`config.mk`:
```
export PLATFORM = sky130hd
export DESIGN_NAME = cgr_top
export DESIGN_NICKNAME = d
export VERILOG_FILES = /design/src/common/cgr_pkg.sv /design/src/cgr_gate_sel.sv /design/src/cgr_top.sv
export SDC_FILE = /design/constraint.sdc
export NUM_CORES = 1
export LEC_CHECK = 0
export CORE_MARGIN = 2
export CORE_UTILIZATION = 47
export DETAILED_ROUTE_END_ITERATION = 8
export DONT_BUFFER_PORTS = 1
export GPL_TIMING_DRIVEN = 0
export HOLD_SLACK_MARGIN = 0.1
export PLACE_DENSITY = 0.67
export SYNTH_ARGS = -nofsm -noshare
export SYNTH_HDL_FRONTEND = slang
export SYNTH_HIERARCHICAL = 1
export SYNTH_SLANG_ARGS = --single-unit
```
`constraint.sdc`:
```
create_clock -name aclk -period 2.51 [get_ports aclk]
set_input_delay 0.251 -clock aclk [delete_from_list [all_inputs] [get_ports aclk]]
set_output_delay 0.251 -clock aclk [all_outputs]
set_load 0.005 [all_outputs]
```
`src/common/cgr_pkg.sv`:
```
// Register map, field layout and carrier types for the clock gating and soft reset block
package cgr_pkg;
  localparam logic [11:0] CGR_OFF_SRC_A     = 12'h040;
  localparam logic [11:0] CGR_OFF_SRC_B     = 12'h044;
  localparam logic [11:0] CGR_OFF_RUN_GATE  = 12'h108;
  localparam logic [11:0] CGR_OFF_SLP_GATE  = 12'h118;
  localparam logic [11:0] CGR_OFF_DSL_GATE  = 12'h128;
  localparam logic [11:0] CGR_OFF_RUN_CFG   = 12'h060;
  localparam logic [11:0] CGR_OFF_CAP_ONE   = 12'h010;
  localparam logic [11:0] CGR_OFF_CAP_TWO   = 12'h014;
  localparam logic [11:0] CGR_OFF_IRQ_STAT  = 12'h200;
  localparam logic [11:0] CGR_OFF_IRQ_MASK  = 12'h204;
  localparam logic [11:0] CGR_OFF_STATUS    = 12'h208;

  localparam int          CGR_PORTS         = 8;
  localparam logic [31:0] CGR_PORT_MASK     = 32'h0000_00FF;
  localparam logic [31:0] CGR_SRC_A_MASK    = 32'h0000_0048;
  localparam logic [31:0] CGR_SRC_B_MASK    = 32'h030F_5037;
  localparam int          CGR_HIB_BIT       = 6;
  localparam int          CGR_WDT_BIT       = 3;
  localparam int          CGR_CMP0_BIT      = 24;
  localparam int          CGR_CMP1_BIT      = 25;
  localparam int          CGR_ACG_BIT       = 27;
  localparam logic [31:0] CGR_RUN_CFG_MASK  = 32'h0800_0000;
  localparam logic [31:0] CGR_ZERO          = 32'h0000_0000;

  localparam int          CGR_IRQ_BITS      = 2;
  localparam int          CGR_EV_FAULT      = 0;
  localparam int          CGR_EV_MODE       = 1;

  localparam logic [1:0]  CGR_RESP_OKAY     = 2'h0;
  localparam logic [1:0]  CGR_RESP_SLVERR   = 2'h2;

  typedef enum logic [2:0] {
    CGR_MODE_RUN   = 3'h1,
    CGR_MODE_SLEEP = 3'h2,
    CGR_MODE_DEEP  = 3'h4
  } cgr_mode_t;

  typedef struct packed {
    logic [11:0] addr;
    logic        valid;
  } cgr_req_t;

  typedef struct packed {
    logic [31:0] src_a;
    logic [31:0] src_b;
    logic [31:0] run_gate;
    logic [31:0] slp_gate;
    logic [31:0] dsl_gate;
    logic [31:0] run_cfg;
    logic [CGR_IRQ_BITS-1:0] irq_stat;
    logic [CGR_IRQ_BITS-1:0] irq_mask;
  } cgr_regs_t;
endpackage

```
`src/cgr_gate_sel.sv`:
```
`timescale 1ns/1ps
// Selects the active port clock enables from the power mode
module cgr_gate_sel
  import cgr_pkg::*;
(
  input  wire logic [31:0]          run_gate,
  input  wire logic [31:0]          slp_gate,
  input  wire logic [31:0]          dsl_gate,
  input  wire logic                 auto_gate,
  input  wire cgr_mode_t            mode,
  output logic [CGR_PORTS-1:0]      port_en
);
  logic [31:0] pick;
  always_comb begin
    pick = run_gate;
    if (auto_gate) begin
      case (mode)
        CGR_MODE_SLEEP: pick = slp_gate;
        CGR_MODE_DEEP:  pick = dsl_gate;
        default:        pick = run_gate;
      endcase
    end
    port_en = pick[CGR_PORTS-1:0];
  end
endmodule

```
`src/cgr_top.sv`:
```
`timescale 1ns/1ps
// Clock gating and software reset register block with AXI4-Lite slave

// How it works
// - Gate bit one clocks port, zero stops it
// - Access to gated port answers bus fault
// - All gating bits clear after reset
// - Run, sleep, deep registers select enables
// - Sleep registers apply only with auto gating
// - Ports A-H on bits 7:0, rest zero
// - Reset writes masked by capability registers
// - Reset B: comparators one, zero at 25,24
// - Sleep port gate register at 0x118
module cgr_top
  import cgr_pkg::*;
(
  input  wire logic                 aclk,
  input  wire logic                 aresetn,
  input  wire logic [11:0]          s_axi_awaddr,
  input  wire logic                 s_axi_awvalid,
  output logic                      s_axi_awready,
  input  wire logic [31:0]          s_axi_wdata,
  input  wire logic [3:0]           s_axi_wstrb,
  input  wire logic                 s_axi_wvalid,
  output logic                      s_axi_wready,
  output logic [1:0]                s_axi_bresp,
  output logic                      s_axi_bvalid,
  input  wire logic                 s_axi_bready,
  input  wire logic [11:0]          s_axi_araddr,
  input  wire logic                 s_axi_arvalid,
  output logic                      s_axi_arready,
  output logic [31:0]               s_axi_rdata,
  output logic [1:0]                s_axi_rresp,
  output logic                      s_axi_rvalid,
  input  wire logic                 s_axi_rready,
  input  wire logic [31:0]          capabilities_one,
  input  wire logic [31:0]          capabilities_two,
  input  wire cgr_mode_t            power_mode,
  input  wire logic                 port_access,
  input  wire logic [2:0]           port_access_sel,
  output logic [CGR_PORTS-1:0]      port_clk_en,
  output logic                      port_access_fault,
  output logic                      hibernation_unit_reset,
  output logic                      watchdog_unit_reset,
  output logic                      comparator_zero_reset,
  output logic                      comparator_one_reset,
  output logic [31:0]               other_unit_reset,
  output logic                      irq
);

  typedef struct packed {
    cgr_regs_t   r;
    logic [11:0] aw_addr;
    logic        aw_have;
    logic [31:0] w_data;
    logic [3:0]  w_strb;
    logic        w_have;
    logic        bvalid;
    logic        rvalid;
    logic [31:0] rdata;
    logic [1:0]  rresp;
    logic [1:0]  bresp;
    logic        awready;
    logic        wready;
    logic        arready;
    logic [CGR_PORTS-1:0] clk_en;
    logic        fault;
    logic        irq;
    cgr_mode_t   last_mode;
  } cgr_state_t;

  cgr_state_t  q;
  cgr_state_t  next_q;
  logic [CGR_PORTS-1:0] sel_en;

  function automatic logic [31:0] merge(input logic [31:0] old, input logic [31:0] wd,
                                        input logic [3:0] strb, input logic [31:0] mask);
    logic [31:0] m;
    m = {{8{strb[3]}}, {8{strb[2]}}, {8{strb[1]}}, {8{strb[0]}}} & mask;
    merge = (old & ~m) | (wd & m);
  endfunction

  function automatic logic known(input logic [11:0] a);
    known = (a == CGR_OFF_SRC_A) || (a == CGR_OFF_SRC_B) || (a == CGR_OFF_RUN_GATE) ||
            (a == CGR_OFF_SLP_GATE) || (a == CGR_OFF_DSL_GATE) || (a == CGR_OFF_RUN_CFG) ||
            (a == CGR_OFF_CAP_ONE) || (a == CGR_OFF_CAP_TWO) || (a == CGR_OFF_IRQ_STAT) ||
            (a == CGR_OFF_IRQ_MASK) || (a == CGR_OFF_STATUS);
  endfunction

  cgr_gate_sel u_sel (
    .run_gate  (q.r.run_gate),
    .slp_gate  (q.r.slp_gate),
    .dsl_gate  (q.r.dsl_gate),
    .auto_gate (q.r.run_cfg[CGR_ACG_BIT]),
    .mode      (power_mode),
    .port_en   (sel_en)
  );

  always_comb begin
    logic        do_write;
    logic        do_read;
    logic        fault_now;
    logic [11:0] wa;
    logic [11:0] ra;
    do_write  = 1'b0;
    do_read   = 1'b0;
    fault_now = 1'b0;
    next_q    = q;
    wa        = q.aw_have ? q.aw_addr : s_axi_awaddr;
    ra        = s_axi_araddr;
    if (s_axi_awvalid && q.awready) begin
      next_q.aw_have = 1'b1;
      next_q.aw_addr = s_axi_awaddr;
    end
    if (s_axi_wvalid && q.wready) begin
      next_q.w_have = 1'b1;
      next_q.w_data = s_axi_wdata;
      next_q.w_strb = s_axi_wstrb;
    end
    do_write  = next_q.aw_have && next_q.w_have && !q.bvalid;
    wa        = next_q.aw_addr;
    do_read   = s_axi_arvalid && q.arready;
    // Gated port access is reported as a fault on the peripheral side
    fault_now = port_access && !q.clk_en[port_access_sel];
    next_q.fault  = fault_now;
    next_q.clk_en = sel_en;
    if (fault_now) begin
      next_q.r.irq_stat[CGR_EV_FAULT] = 1'b1;
    end
    next_q.last_mode = power_mode;
    if (power_mode != q.last_mode) begin
      next_q.r.irq_stat[CGR_EV_MODE] = 1'b1;
    end
    if (do_write) begin
      next_q.aw_have = 1'b0;
      next_q.w_have  = 1'b0;
      next_q.bvalid  = 1'b1;
      // Response code frozen with bvalid, so it cannot move while stalled
      next_q.bresp   = known(wa) ? CGR_RESP_OKAY : CGR_RESP_SLVERR;
      if (wa == CGR_OFF_SRC_A) begin
        next_q.r.src_a = merge(q.r.src_a, next_q.w_data, next_q.w_strb,
                               CGR_SRC_A_MASK & capabilities_one);
      end else if (wa == CGR_OFF_SRC_B) begin
        next_q.r.src_b = merge(q.r.src_b, next_q.w_data, next_q.w_strb,
                               CGR_SRC_B_MASK & capabilities_two);
      end else if (wa == CGR_OFF_RUN_GATE) begin
        next_q.r.run_gate = merge(q.r.run_gate, next_q.w_data, next_q.w_strb, CGR_PORT_MASK);
      end else if (wa == CGR_OFF_SLP_GATE) begin
        next_q.r.slp_gate = merge(q.r.slp_gate, next_q.w_data, next_q.w_strb,
                                  CGR_PORT_MASK);
      end else if (wa == CGR_OFF_DSL_GATE) begin
        next_q.r.dsl_gate = merge(q.r.dsl_gate, next_q.w_data, next_q.w_strb,
                                  CGR_PORT_MASK);
      end else if (wa == CGR_OFF_RUN_CFG) begin
        next_q.r.run_cfg = merge(q.r.run_cfg, next_q.w_data, next_q.w_strb, CGR_RUN_CFG_MASK);
      end else if (wa == CGR_OFF_IRQ_MASK) begin
        next_q.r.irq_mask = next_q.w_data[CGR_IRQ_BITS-1:0];
      end
      next_q.rresp = q.rresp;
    end
    if (do_write) begin
      next_q.bvalid = 1'b1;
    end else if (q.bvalid && s_axi_bready) begin
      next_q.bvalid = 1'b0;
    end
    if (do_read) begin
      next_q.rvalid = 1'b1;
      next_q.rresp  = known(ra) ? CGR_RESP_OKAY : CGR_RESP_SLVERR;
      next_q.rdata  = CGR_ZERO;
      if (ra == CGR_OFF_SRC_A) begin
        next_q.rdata = q.r.src_a;
      end else if (ra == CGR_OFF_SRC_B) begin
        next_q.rdata = q.r.src_b;
      end else if (ra == CGR_OFF_RUN_GATE) begin
        next_q.rdata = q.r.run_gate;
      end else if (ra == CGR_OFF_SLP_GATE) begin
        next_q.rdata = q.r.slp_gate;
      end else if (ra == CGR_OFF_DSL_GATE) begin
        next_q.rdata = q.r.dsl_gate;
      end else if (ra == CGR_OFF_RUN_CFG) begin
        next_q.rdata = q.r.run_cfg;
      end else if (ra == CGR_OFF_CAP_ONE) begin
        next_q.rdata = capabilities_one;
      end else if (ra == CGR_OFF_CAP_TWO) begin
        next_q.rdata = capabilities_two;
      end else if (ra == CGR_OFF_IRQ_STAT) begin
        next_q.rdata = {{(32-CGR_IRQ_BITS){1'b0}}, q.r.irq_stat};
        // Read clears, but an event in the same cycle stays set
        next_q.r.irq_stat = q.r.irq_stat & ~q.r.irq_stat;
        if (fault_now) begin
          next_q.r.irq_stat[CGR_EV_FAULT] = 1'b1;
        end
        if (power_mode != q.last_mode) begin
          next_q.r.irq_stat[CGR_EV_MODE] = 1'b1;
        end
      end else if (ra == CGR_OFF_IRQ_MASK) begin
        next_q.rdata = {{(32-CGR_IRQ_BITS){1'b0}}, q.r.irq_mask};
      end else if (ra == CGR_OFF_STATUS) begin
        next_q.rdata = {{(32-CGR_PORTS){1'b0}}, q.clk_en};
      end
    end else if (q.rvalid && s_axi_rready) begin
      next_q.rvalid = 1'b0;
    end
    // Readies registered so every bus output leaves a flop
    next_q.awready = !next_q.aw_have && !next_q.bvalid;
    next_q.wready  = !next_q.w_have && !next_q.bvalid;
    next_q.arready = !next_q.rvalid;
    next_q.irq = |(next_q.r.irq_stat & next_q.r.irq_mask);
  end

  always_ff @(posedge aclk) begin
    if (!aresetn) begin
      q <= '0;
      q.last_mode <= CGR_MODE_RUN;
      // Ready out of reset, first request taken at once
      q.awready   <= 1'b1;
      q.wready    <= 1'b1;
      q.arready   <= 1'b1;
    end else begin
      q <= next_q;
    end
  end

  assign s_axi_awready          = q.awready;
  assign s_axi_wready           = q.wready;
  assign s_axi_bvalid           = q.bvalid;
  assign s_axi_bresp            = q.bresp;
  assign s_axi_arready          = q.arready;
  assign s_axi_rvalid           = q.rvalid;
  assign s_axi_rdata            = q.rdata;
  assign s_axi_rresp            = q.rresp;
  assign port_clk_en            = q.clk_en;
  assign port_access_fault      = q.fault;
  assign hibernation_unit_reset = q.r.src_a[CGR_HIB_BIT];
  assign watchdog_unit_reset    = q.r.src_a[CGR_WDT_BIT];
  assign comparator_zero_reset  = q.r.src_b[CGR_CMP0_BIT];
  assign comparator_one_reset   = q.r.src_b[CGR_CMP1_BIT];
  assign other_unit_reset       = q.r.src_b;
  assign irq                    = q.irq;
endmodule

```
## Word-level counts from Yosys, hierarchy flattened

Cells that the tools add are included.

| word-level totals | value |
|---|---|
| flip-flop bits (word level) | 300 |
| input bits | 138 |
| output and inout port bits | 87 |
| word-level logic and storage cells | 172 |

| operators by class | value |
|---|---|
| order comparisons | 1 |
| equality and inequality tests | 25 |
| muxes and demuxes | 48 |
| bitwise logic cells | 30 |
| reductions and logical operators | 43 |

Operators with widths:

| kind | count |
|---|---|
| $mux 32 | 10 |
| $and 32x32->32 | 8 |
| $or 32x32->32 | 6 |
| $eq 12x10->1 const B | 6 |
| $eq 12x7->1 const B | 6 |
| $eq 12x9->1 const B | 6 |
| $not 32->32 | 2 |
| $eq 12x5->1 const B | 4 |
| $mux 2 | 22 |
| $mux 37 | 1 |
| $and 32x26->32 | 1 |
| $and 32x28->32 | 1 |
| $and 32x7->32 | 1 |
| $and 32x8->32 | 1 |
| $not 28->32 | 1 |
| $not 8->32 | 1 |
| $logic_or 1x1->1 | 20 |
| $mux 8 | 2 |
| $pmux 8 s2 | 1 |
| $mux 13 | 1 |
| $logic_and 1x1->1 | 10 |
| $mux 1 | 10 |
| $reduce_and 7->1 | 1 |
| $logic_not 1->1 | 6 |
| 14 further kinds | 19 |

## Depth between registers and ports, before layout

Gate-level depths: netlist of the first run.

| depth | value |
|---|---|
| word-level depth | 17 |
| gate-level depth with buffers | 9 |
| gate-level depth less buffers | 6 |

## Modules after synthesis

The synthesis of the first run kept the hierarchy.

Modules (own cells, without submodules):

| module | instances | cells each | area each (um2) | seq. area each (um2) |
|---|---|---|---|---|
| cgr_top | 1 | 775 | 6616.3 | 2622.5 |
| cgr_gate_sel | 1 | 30 | 225.2 | 0.0 |

## Least setup slack after synthesis of the first run

OpenSTA, ideal clock, no wires.

| timing path | value |
|---|---|
| path kind | input to register |
| start point | input port s_axi_araddr[8] |
| end point | register q, in the netlist s_axi_rdata[27] |
| setup time | 117 ps |
| arrival time | 2212 ps |
| required time | 2393 ps |
| slack | 181 ps |
| stages | 8 |
| buffers on the path | 3 |
| path through | or4_1 -> buf_2 -> or4_4 -> buf_6 -> or2_1 -> buf_6 -> and3_4 -> a22o_1 |

| between the ends | value |
|---|---|
| longest elaborated chain between the ends | 10 |
| elaborated cells between the ends (all ways) | 18 |
| classes of those cells | eq/ne (9); mux (9) |

RTL lines:

| item | line | text |
|---|---|---|
| from (decl) | cgr_top.sv:29 | `input wire logic [11:0] s_axi_araddr,` |
| $eq 12x10->1 | cgr_top.sv:186 | `end else if (ra == CGR_OFF_IRQ_STAT) begin` |
| $mux 32 | cgr_top.sv:186 |  |
| $mux 32 | cgr_top.sv:184 | `end else if (ra == CGR_OFF_CAP_TWO) begin` |
| $mux 32 | cgr_top.sv:182 | `end else if (ra == CGR_OFF_CAP_ONE) begin` |
| $mux 32 | cgr_top.sv:180 | `end else if (ra == CGR_OFF_RUN_CFG) begin` |
| $mux 32 | cgr_top.sv:178 | `end else if (ra == CGR_OFF_DSL_GATE) begin` |
| $mux 32 | cgr_top.sv:176 | `end else if (ra == CGR_OFF_SLP_GATE) begin` |
| $mux 32 | cgr_top.sv:174 | `end else if (ra == CGR_OFF_RUN_GATE) begin` |
| $mux 32 | cgr_top.sv:172 | `end else if (ra == CGR_OFF_SRC_B) begin` |
| $mux 32 * | cgr_top.sv:170 | `if (ra == CGR_OFF_SRC_A) begin` |
| to (signal assigned) | cgr_top.sv:220 | `q <= next_q;` |
| to (decl) | cgr_top.sv:72 | `cgr_state_t q;` |

Every way passes the cells marked *; elsewhere a longest branch is shown, timed or not.
A chain may end at the register's enable or synchronous reset.

==> impl_metrics.tcl, run 1 <==
set metrics [dict create \
    die_h_um 125 \
    fp-row-count 44 \
    root_buffer "clkbuf_16" \
    netSwitchingFraction 0.251 \
    p_switching_mw 1.35 \
    slew_headroom 0.462 \
    post-route-cell-area_mm2 0.00865 \
    grt_pass1_vias 6113 \
    min_to "s_axi_rdata[30]" \
    grt_use_total 0.269 \
    clk_path_buf_depth 2 \
    r2r-start "s_axi_awready" \
    cts_tree "built" \
    pwr-share-comb 0.129 \
    cellLeakagePower_nw 3.61 \
    synth_edf_count 0 \
    hold_violations 0 \
    place_area_mm2 0.00715 \
    avgSynthCellArea_um2 8.50 \
    ir_drop_mv 0.452 \
    io_pins 225 \
    coreArea_mm2 0.0144 \
    synthArstFlopShare 0 \
    initial_core_util 0.476 \
    grt_pass1_wl_um 32500 \
    rsz0062_at_grt "false" \
    cts_buffers 17 \
    synthCells 805 \
    h-tree-depth 4 \
    hold_depth 2 \
    drt_wl_total_um 21100 \
    synth_seq_area_share 0.383 \
    regArea_mm2 0.00262 \
    tns_ns 0 \
    yosys.area.top_type_share 0.383 \
    synth-warning-count 6 \
    multi_input_area_mm2 0.00348 \
    clkLatencyLatePin_ns 0.43 \
    drtAntennaViolNets 0 \
    via_per_inst 5.43 \
    drc 0 \
    nets 1068 \
    wire_per_inst_um 18.8 \
    post-dp-hpwl_um 15100 \
    finalSetupViolations 0 \
    insertedDiodeCount 0 \
    clock_skew_ns 0.00632 \
    synth_area_leaders "dfxtp_1, buf_4, nand2_1" \
    syn_to_final_growth_pct 26.4 \
    fin_crit_ns 2.38 \
    drt-initial-drc-count 407 \
    overflow 0 \
    ys_ff_latch 131 \
    ff2ff_path_depth 7 \
    drv_slew 0 \
    cp_max_fo 10 \
    status "finished, final reports clean" \
    fmax_mhz 421 \
    end_kind "flop" \
    cts_sinks 131 \
    intPower_mw 4.03 \
    crit_required_ns 2.83 \
    worstSetupPathType "flop to flop" \
    dieArea_mm2 0.0155 \
    synth_cell_types 72 \
    antenna_found_initial 1 \
    die_w_um 125 \
    pwr-share-clk 0.458 \
    holdCritPathClass "input port to flop" \
    yosysMostFrequentCell "nand2_1" \
    yosys-top-cells-count "nand2_1, dfxtp_1, buf_4" \
    p_per_area_mw_per_mm2 622 \
    fill_cells 1327 \
    start_kind "flop" \
    gp_congestion 0.865 \
    grt_max_degree 17 \
    vias 6120 \
    power.total_mw 5.38 \
    clk_pin_slew_ns 0.06 \
    r2r_slack_ns 0.13 \
    maxCapViolCount 0 \
    worstHoldStart "capabilities_two[30]" \
    portBuffers 0 \
    power_frac_seq 0.413 \
    fin_crit_sh 0.946 \
    synth-main-ff-cell "dfxtp_1" \
    drive_gt1_frac 0.179 \
    dr.pass1.iters 5 \
    worst_pin_slew_ns 0.795 \
    synth_top_area_cell "dfxtp_1" \
    cp.arrival_ns 2.69 \
    syn_area_mm2 0.00684 \
]
[repair_timing]
action / CTS / global route
resized for setup: 6 / 11
hold buffers: 84 / 0
hold endpoints to repair: 66 / 0
setup buffers: 2 / 0
endpoints found under the setup margin: 17 / 59
pin swaps: 1 / 1
[worst max-delay path by stage]
| stage | from | end | depth (start not counted) |
|---|---|---|---|
| 2_1_floorplan | s_axi_araddr[8] | s_axi_rdata[27] | 8 |
| 3_3_place_gp | s_axi_awready | flop | 7 |
| 3_5_place_dp | s_axi_awready | flop | 7 |
| 4_1_cts | s_axi_awready | flop | 7 |
| 5_1_grt | s_axi_awready | flop | 7 |
| 6_report | s_axi_awready | flop | 7 |
[worst max-delay path, cell delays in order, from the launching register on]
cell and delay (ns):
dfxtp_2 0.40, nand2_1 0.13, buf_2 0.23, mux2i_1 0.18, or3_1 0.44, nor3_4 0.55
mux2i_1 0.27, nor2b_1 0.06
[power by group through the flow]
stage,Clock (mW),Sequential (mW),Combinational [mW]
floorplan,0,2.25,0.423
global placement,0,2.26,0.544
detailed placement,0,2.27,0.548
CTS,2.49,2.22,0.675
global route,2.58,2.23,0.755
finish,2.47,2.22,0.693
[cell usage in the layout (no fill, tap or decap), drive strengths merged, types with 3 or more instances in the layout]
master,instances
nand3,17
or2,4
o21ai,54
nor3,18
or3,5
nor2b,19
o2bb2ai,8
a31o,4
a211o,4
nor2,21
and3,5
nand2,147
a32oi,3
xor2,3
a32o,3
mux2,15
clkbuf,52
dlygate4sd3,84
a21boi,22
conb,21
nor4,5
mux2i,54
buf,88
clkinv,6
nand4,5
a21oi,25
o22ai,8
dfxtp,131
a22oi,9
o211ai,5
or4,3
nor4b,4
and2,23
inv,27
[metrics by stage]
step | setup WS [ns] | hold WS, ns | util | std cells
detailed placement | -0.390 | 0.358 | 0.497 | 1009
floorplan | 0.181 | 0.352 | - | 825
global placement | -0.435 | 0.355 | 0.497 | 1009
CTS | 0.0146 | 0.102 | 0.600 | 1127
finish | 0.135 | 0.0931 | 0.602 | 1127
global route | 0.00285 | 0.127 | 0.602 | 1127
[per-layer routing]
metal / routed length [um] / part of all wire / vias up / global-route usage
li1: - / - / 2960 / -
met1: 8420 / 0.40 / 2835 / 0.317
met2: 10500 / 0.49 / 267 / 0.466
met3: 1650 / 0.078 / 56 / 0.0726
met4: 595 / 0.028 / 2 / 0.102
met5: 13 / 0.00062 / - / 0
[cells by family (layout without fill, tap and decap cells)]
| kind of cell | Yosys count | count (layout) | share of synthesized area |
|---|---|---|---|
| other | 1 | 21 | 0.000548 |
| multiplexers | 71 | 71 | 0.110 |
| flip-flops | 131 | 131 | 0.383 |
| AO/OA/AOI/OAI | 167 | 167 | 0.168 |
| buffers and inverters | 143 | 261 | 0.126 |
| AND/OR/NAND/NOR | 289 | 289 | 0.208 |
| XOR/XNOR | 3 | 3 | 0.00384 |
[area by class of cell]
cell class,instances,share of cell area
multi-input cells,551,0.403
flip-flops and latches,131,0.303
repair buffers,86,0.0989
plain buffers,116,0.0887
clock buffers,22,0.0560
well taps,184,0.0266
clock inverters,10,0.0122
inverters,27,0.0117
Note: power is estimated with default switching activity, not from simulation.
==> inputs of run 2 (changes only) <==
Settings changed: CAP_MARGIN set to 20, CORE_ASPECT_RATIO set to 0.9, MAX_ROUTING_LAYER set to met4.
==> impl_metrics.tcl, run 2 (same netlist as run 1, synthesis figures left out) <==
set metrics [dict create \
    status "finished, final reports clean" \
    finalSetupViolations 0 \
    grt_pass1_vias 6177 \
    drt_wl_total_um 21400 \
    power.total_mw 5.31 \
    initial_core_util 0.485 \
    fin_crit_sh 0.942 \
    drv_slew 0 \
    fmax_mhz 423 \
    slowest_stage "or3_4" \
    holdCritPathClass "input port to flop" \
    slew_headroom 0.391 \
    fin_crit_ns 2.37 \
    clk_pin_slew_ns 0.06 \
    worst_pin_slew_ns 0.900 \
    cp.arrival_ns 2.68 \
    dieArea_mm2 0.0155 \
    drt-initial-drc-count 371 \
    cp_max_fo 10 \
    gp_congestion 0.975 \
    crit_buf_inv 1 \
    nets 1071 \
    syn_to_final_growth_pct 26.6 \
    crit_start "s_axi_awready" \
    crit_required_ns 2.82 \
    coreArea_mm2 0.0141 \
    cts_sinks 131 \
    layout_commonest_cell "nand2_1" \
    clock_skew_ns 0.00925 \
    grt_pass1_wl_um 33400 \
    maxCapViolCount 0 \
    end_kind "flop" \
    fp-row-count 41 \
    cpPeakStageDelay_ns 0.43 \
    drc 0 \
    overflow 0 \
    antenna_found_initial 1 \
    post-dp-hpwl_um 15100 \
    path_depth 7 \
    die_w_um 131 \
    hold_violations 0 \
    die_h_um 118 \
    clk_path_buf_depth 2 \
    cts_tree "built" \
    cellLeakagePower_nw 3.61 \
    ff2ff_path_depth 7 \
    path_cells "nand2_1, buf_2, mux2i_1, or3_4, or2_2, nor3b_1, mux2_2" \
    root_buffer "clkbuf_16" \
    vias 6121 \
    r2r-start "s_axi_awready" \
    cp_top_family "simple AND/OR/NAND/NOR gates" \
    hold_depth 2 \
    via_per_inst 5.37 \
    grt_use_total 0.282 \
    drtAntennaViolNets 0 \
    cts_buffers 17 \
    clkLatencyLatePin_ns 0.42 \
    h-tree-depth 4 \
    io_pins 225 \
    grt_max_degree 17 \
    portBuffers 0 \
    worstSetupPathType "flop to flop" \
    start_kind "flop" \
    layout_common_cells "nand2_1, dfxtp_1, dlygate4sd3_1, buf_4, mux2i_1" \
    holdWs_ns 0.107 \
    worstHoldStart "s_axi_bready" \
    ir_drop_mv 0.510 \
    wire_per_inst_um 18.8 \
    p_per_area_mw_per_mm2 613 \
    dr.pass1.iters 5 \
    drive_gt1_frac 0.178 \
]
run 2: per-layer routing:
layer  global-route usage  vias up  wire length, um  share of wire
met5                    -        -                0              0
met4                0.101        0              603          0.028
met3               0.0849       41             1940          0.090
met2                0.440      281             9830           0.46
met1                0.347     2828             9020           0.42
li1                     -     2971                -              -
run 2: area by class of cell:
cell class	count	area, um^2
plain buffers	116	768
multi-input cells	551	3480
diodes	1	2.50
repair buffers	89	881
clock inverters	4	45.0
inverters	27	101
well taps	193	241
clock buffers	27	523
flip-flops and latches	131	2620
fillers	1210	5440
run 2: report_power, final:
| group | internal [mW] | switching [mW] |
|---|---|---|
| Clock | 1.51 | 0.876 |
| Sequential | 2.17 | 0.0550 |
| Combinational | 0.314 | 0.387 |
run 2: timing repair:
action | in CTS | in global routing
hold buffers | 84 | 1
pin swaps | 1 | 2
gates cloned | 0 | 0
endpoints found under the setup margin | 17 | 58
setup buffers | 2 | 2
hold endpoints to repair | 66 | 1
resized for setup | 3 | 15
run 2: through the flow:
stage          area, um^2  utilization  cells  setup WS [ns]  setup TNS [ns]
2_1_floorplan        6920            -    825          0.181               0
3_3_place_gp         7160        0.507   1018         -0.409          -11.01
3_5_place_dp         7160        0.507   1018         -0.313           -9.67
4_1_cts              8600        0.610   1135       -0.00868        -0.00868
5_1_grt              8660        0.614   1139        -0.0243         -0.0694
6_report             8660        0.614   1139          0.145               0
run 2: path summary, 6_finish.rpt:
| kind | endpoint | slack [ns] |
|---|---|---|
| max | flop | 0.14 |
| min | s_axi_bvalid | 0.11 |
| max reg2reg | flop | 0.14 |
| min reg2reg | s_axi_rdata[4] | 0.45 |
run 2: worst register-to-register path: cells and delay by family (launching register included):
family                 cells  cell delay, ns
buffers and inverters      1            0.22
multiplexers               2            0.55
AND/OR/NAND/NOR            4            1.09
flip-flops                 1            0.40
==> inputs of run 3 (changes only) <==
Settings changed: CTS_CLUSTER_DIAMETER set to 50, GPL_TIMING_DRIVEN 0 to not set, SLEW_MARGIN set to 30.
==> impl_metrics.tcl, run 3 (same netlist as run 1, synthesis figures left out) <==
set metrics [dict create \
    fin_crit_sh 0.941 \
    coreArea_mm2 0.0141 \
    worst_pin_slew_ns 0.905 \
    ir_drop_mv 0.530 \
    syn_to_final_growth_pct 20.9 \
    drc 0 \
    worstHoldStart "aresetn" \
    r2r-start "s_axi_awready" \
    met1_length_um 8360 \
    postCtsSetupBuffers 0 \
    clkLatencyLatePin_ns 0.42 \
    p_per_area_mw_per_mm2 671 \
    hold_violations 0 \
    vias 5953 \
    drive_gt1_frac 0.124 \
    die_w_um 131 \
    clk_path_buf_depth 2 \
    route.met2.wl_um 9570 \
    status "finished, final reports clean" \
    met3WireLength_um 2160 \
    grt_use_total 0.277 \
    finalSetupViolations 0 \
    cellLeakagePower_nw 3.29 \
    fill_cells 1195 \
    nets 991 \
    fin_crit_ns 2.36 \
    holdCritPathClass "input port to flop" \
    cpPeakStageDelay_ns 0.59 \
    layout_setup_ws_ns 0.149 \
    fp-row-count 41 \
    grt_pass1_vias 6064 \
    dieArea_mm2 0.0155 \
    root_buffer "clkbuf_16" \
    slew_headroom 0.395 \
    tns_ns 0 \
    io_pins 225 \
    initial_core_util 0.485 \
    antenna_found_initial 2 \
    crit_top_cell "buf_4" \
    via_per_inst 5.61 \
    cp.arrival_ns 2.72 \
    overflow 0 \
    ff2ff_path_depth 7 \
    grt_max_degree 102 \
    r2r_slack_ns 0.20 \
    worstSetupPathType "input port to flop" \
    cts_tree "built" \
    top_layer "met4" \
    drt-initial-drc-count 395 \
    slowest_stage "or4_4" \
    rsz0062_at_grt "false" \
    drv_slew 0 \
    cts_buffers 17 \
    drt_wl_total_um 20600 \
    end_kind "flop" \
    clock_skew_ns 0.0110 \
    place_area_mm2 0.00663 \
    dr.pass1.iters 5 \
    post-route-cell-area_mm2 0.00827 \
    instances_no_fill 1061 \
    h-tree-depth 4 \
    start_kind "input port" \
    maxCapViolCount 0 \
    wire_per_inst_um 19.4 \
    cts_sinks 131 \
    layout_common_cells "nand2_1, dfxtp_1, dlygate4sd3_1, mux2i_1, o21ai_0" \
    grt_pass1_wl_um 32700 \
    post-dp-hpwl_um 14200 \
    layout_commonest_cell "nand2_1" \
    crit_required_ns 2.87 \
    gp_congestion 0.873 \
    die_h_um 118 \
    fmax_mhz 424 \
    dpl.cell_count 930 \
    cp_max_fo 8 \
    portBuffers 0 \
    drtAntennaViolNets 0 \
    place_ws_ns 0.0868 \
    hold_depth 2 \
    power.total_mw 5.55 \
    path_cells "or4_1, or4_4, buf_4, nor2_4, buf_4, nand3_1, nand2_1, o2bb2ai_1, dlygate4sd3_1" \
    clk_pin_slew_ns 0.06 \
]
-- run 3: worst max path at each step --
stage / slack [ns] / startpoint / to / depth (start not counted)
after CTS: 0.10 / s_axi_awready / flop / 8
after global placement: 0.15 / s_axi_awaddr[10] / flop / 7
after detailed placement: 0.09 / s_axi_awaddr[10] / flop / 7
final: 0.15 / s_axi_araddr[8] / s_axi_rdata[16] / 9
after global routing: 0.03 / s_axi_awready / flop / 9
after floorplan: 0.18 / s_axi_araddr[8] / s_axi_rdata[27] / 8
-- run 3: what timing repair did --
action,4_1_cts,5_1_grt
endpoints found under the setup margin,0,13
hold endpoints to repair,124,0
resized for setup,0,4
hold buffers,97,0
-- run 3: final cells by class --
type	count	area, um^2	share of cell area
multi-input combinational	551	3460	0.418
sequential	131	2620	0.317
timing repair buffer	125	1210	0.146
clock buffer	19	453	0.0548
tap	193	241	0.0292
clock inverter	13	180	0.0218
inverter	27	101	0.0123
antenna	2	5.00	0.000605
-- run 3: worst max-delay path: cells and delay by family --
| kind | cells | cell delay [ns] |
|---|---|---|
| compound gates | 1 | 0.11 |
| buf+inv | 3 | 0.91 |
| simple gates | 5 | 1.46 |
-- run 3: layer usage --
metal,track usage,vias to the layer above
met5,-,-
met4,0.0971,0
met3,0.112,47
met2,0.441,310
met1,0.317,2780
li1,-,2816
-- run 3: power by group --
part	switching (mW)	leakage [nW]	internal [mW]
clock network	0.943	0.306	1.71
registers	0.0566	1.06	2.17
logic	0.357	1.92	0.319
-- run 3: stage by stage --
| step | hold slack (ns) | util |
|---|---|---|
| 6_report | 0.139 | 0.586 |
| 5_1_grt | 0.127 | 0.586 |
| 4_1_cts | 0.117 | 0.585 |
| 3_5_place_dp | 0.371 | 0.470 |
| 3_3_place_gp | 0.350 | 0.470 |
| 2_1_floorplan | 0.352 | - |
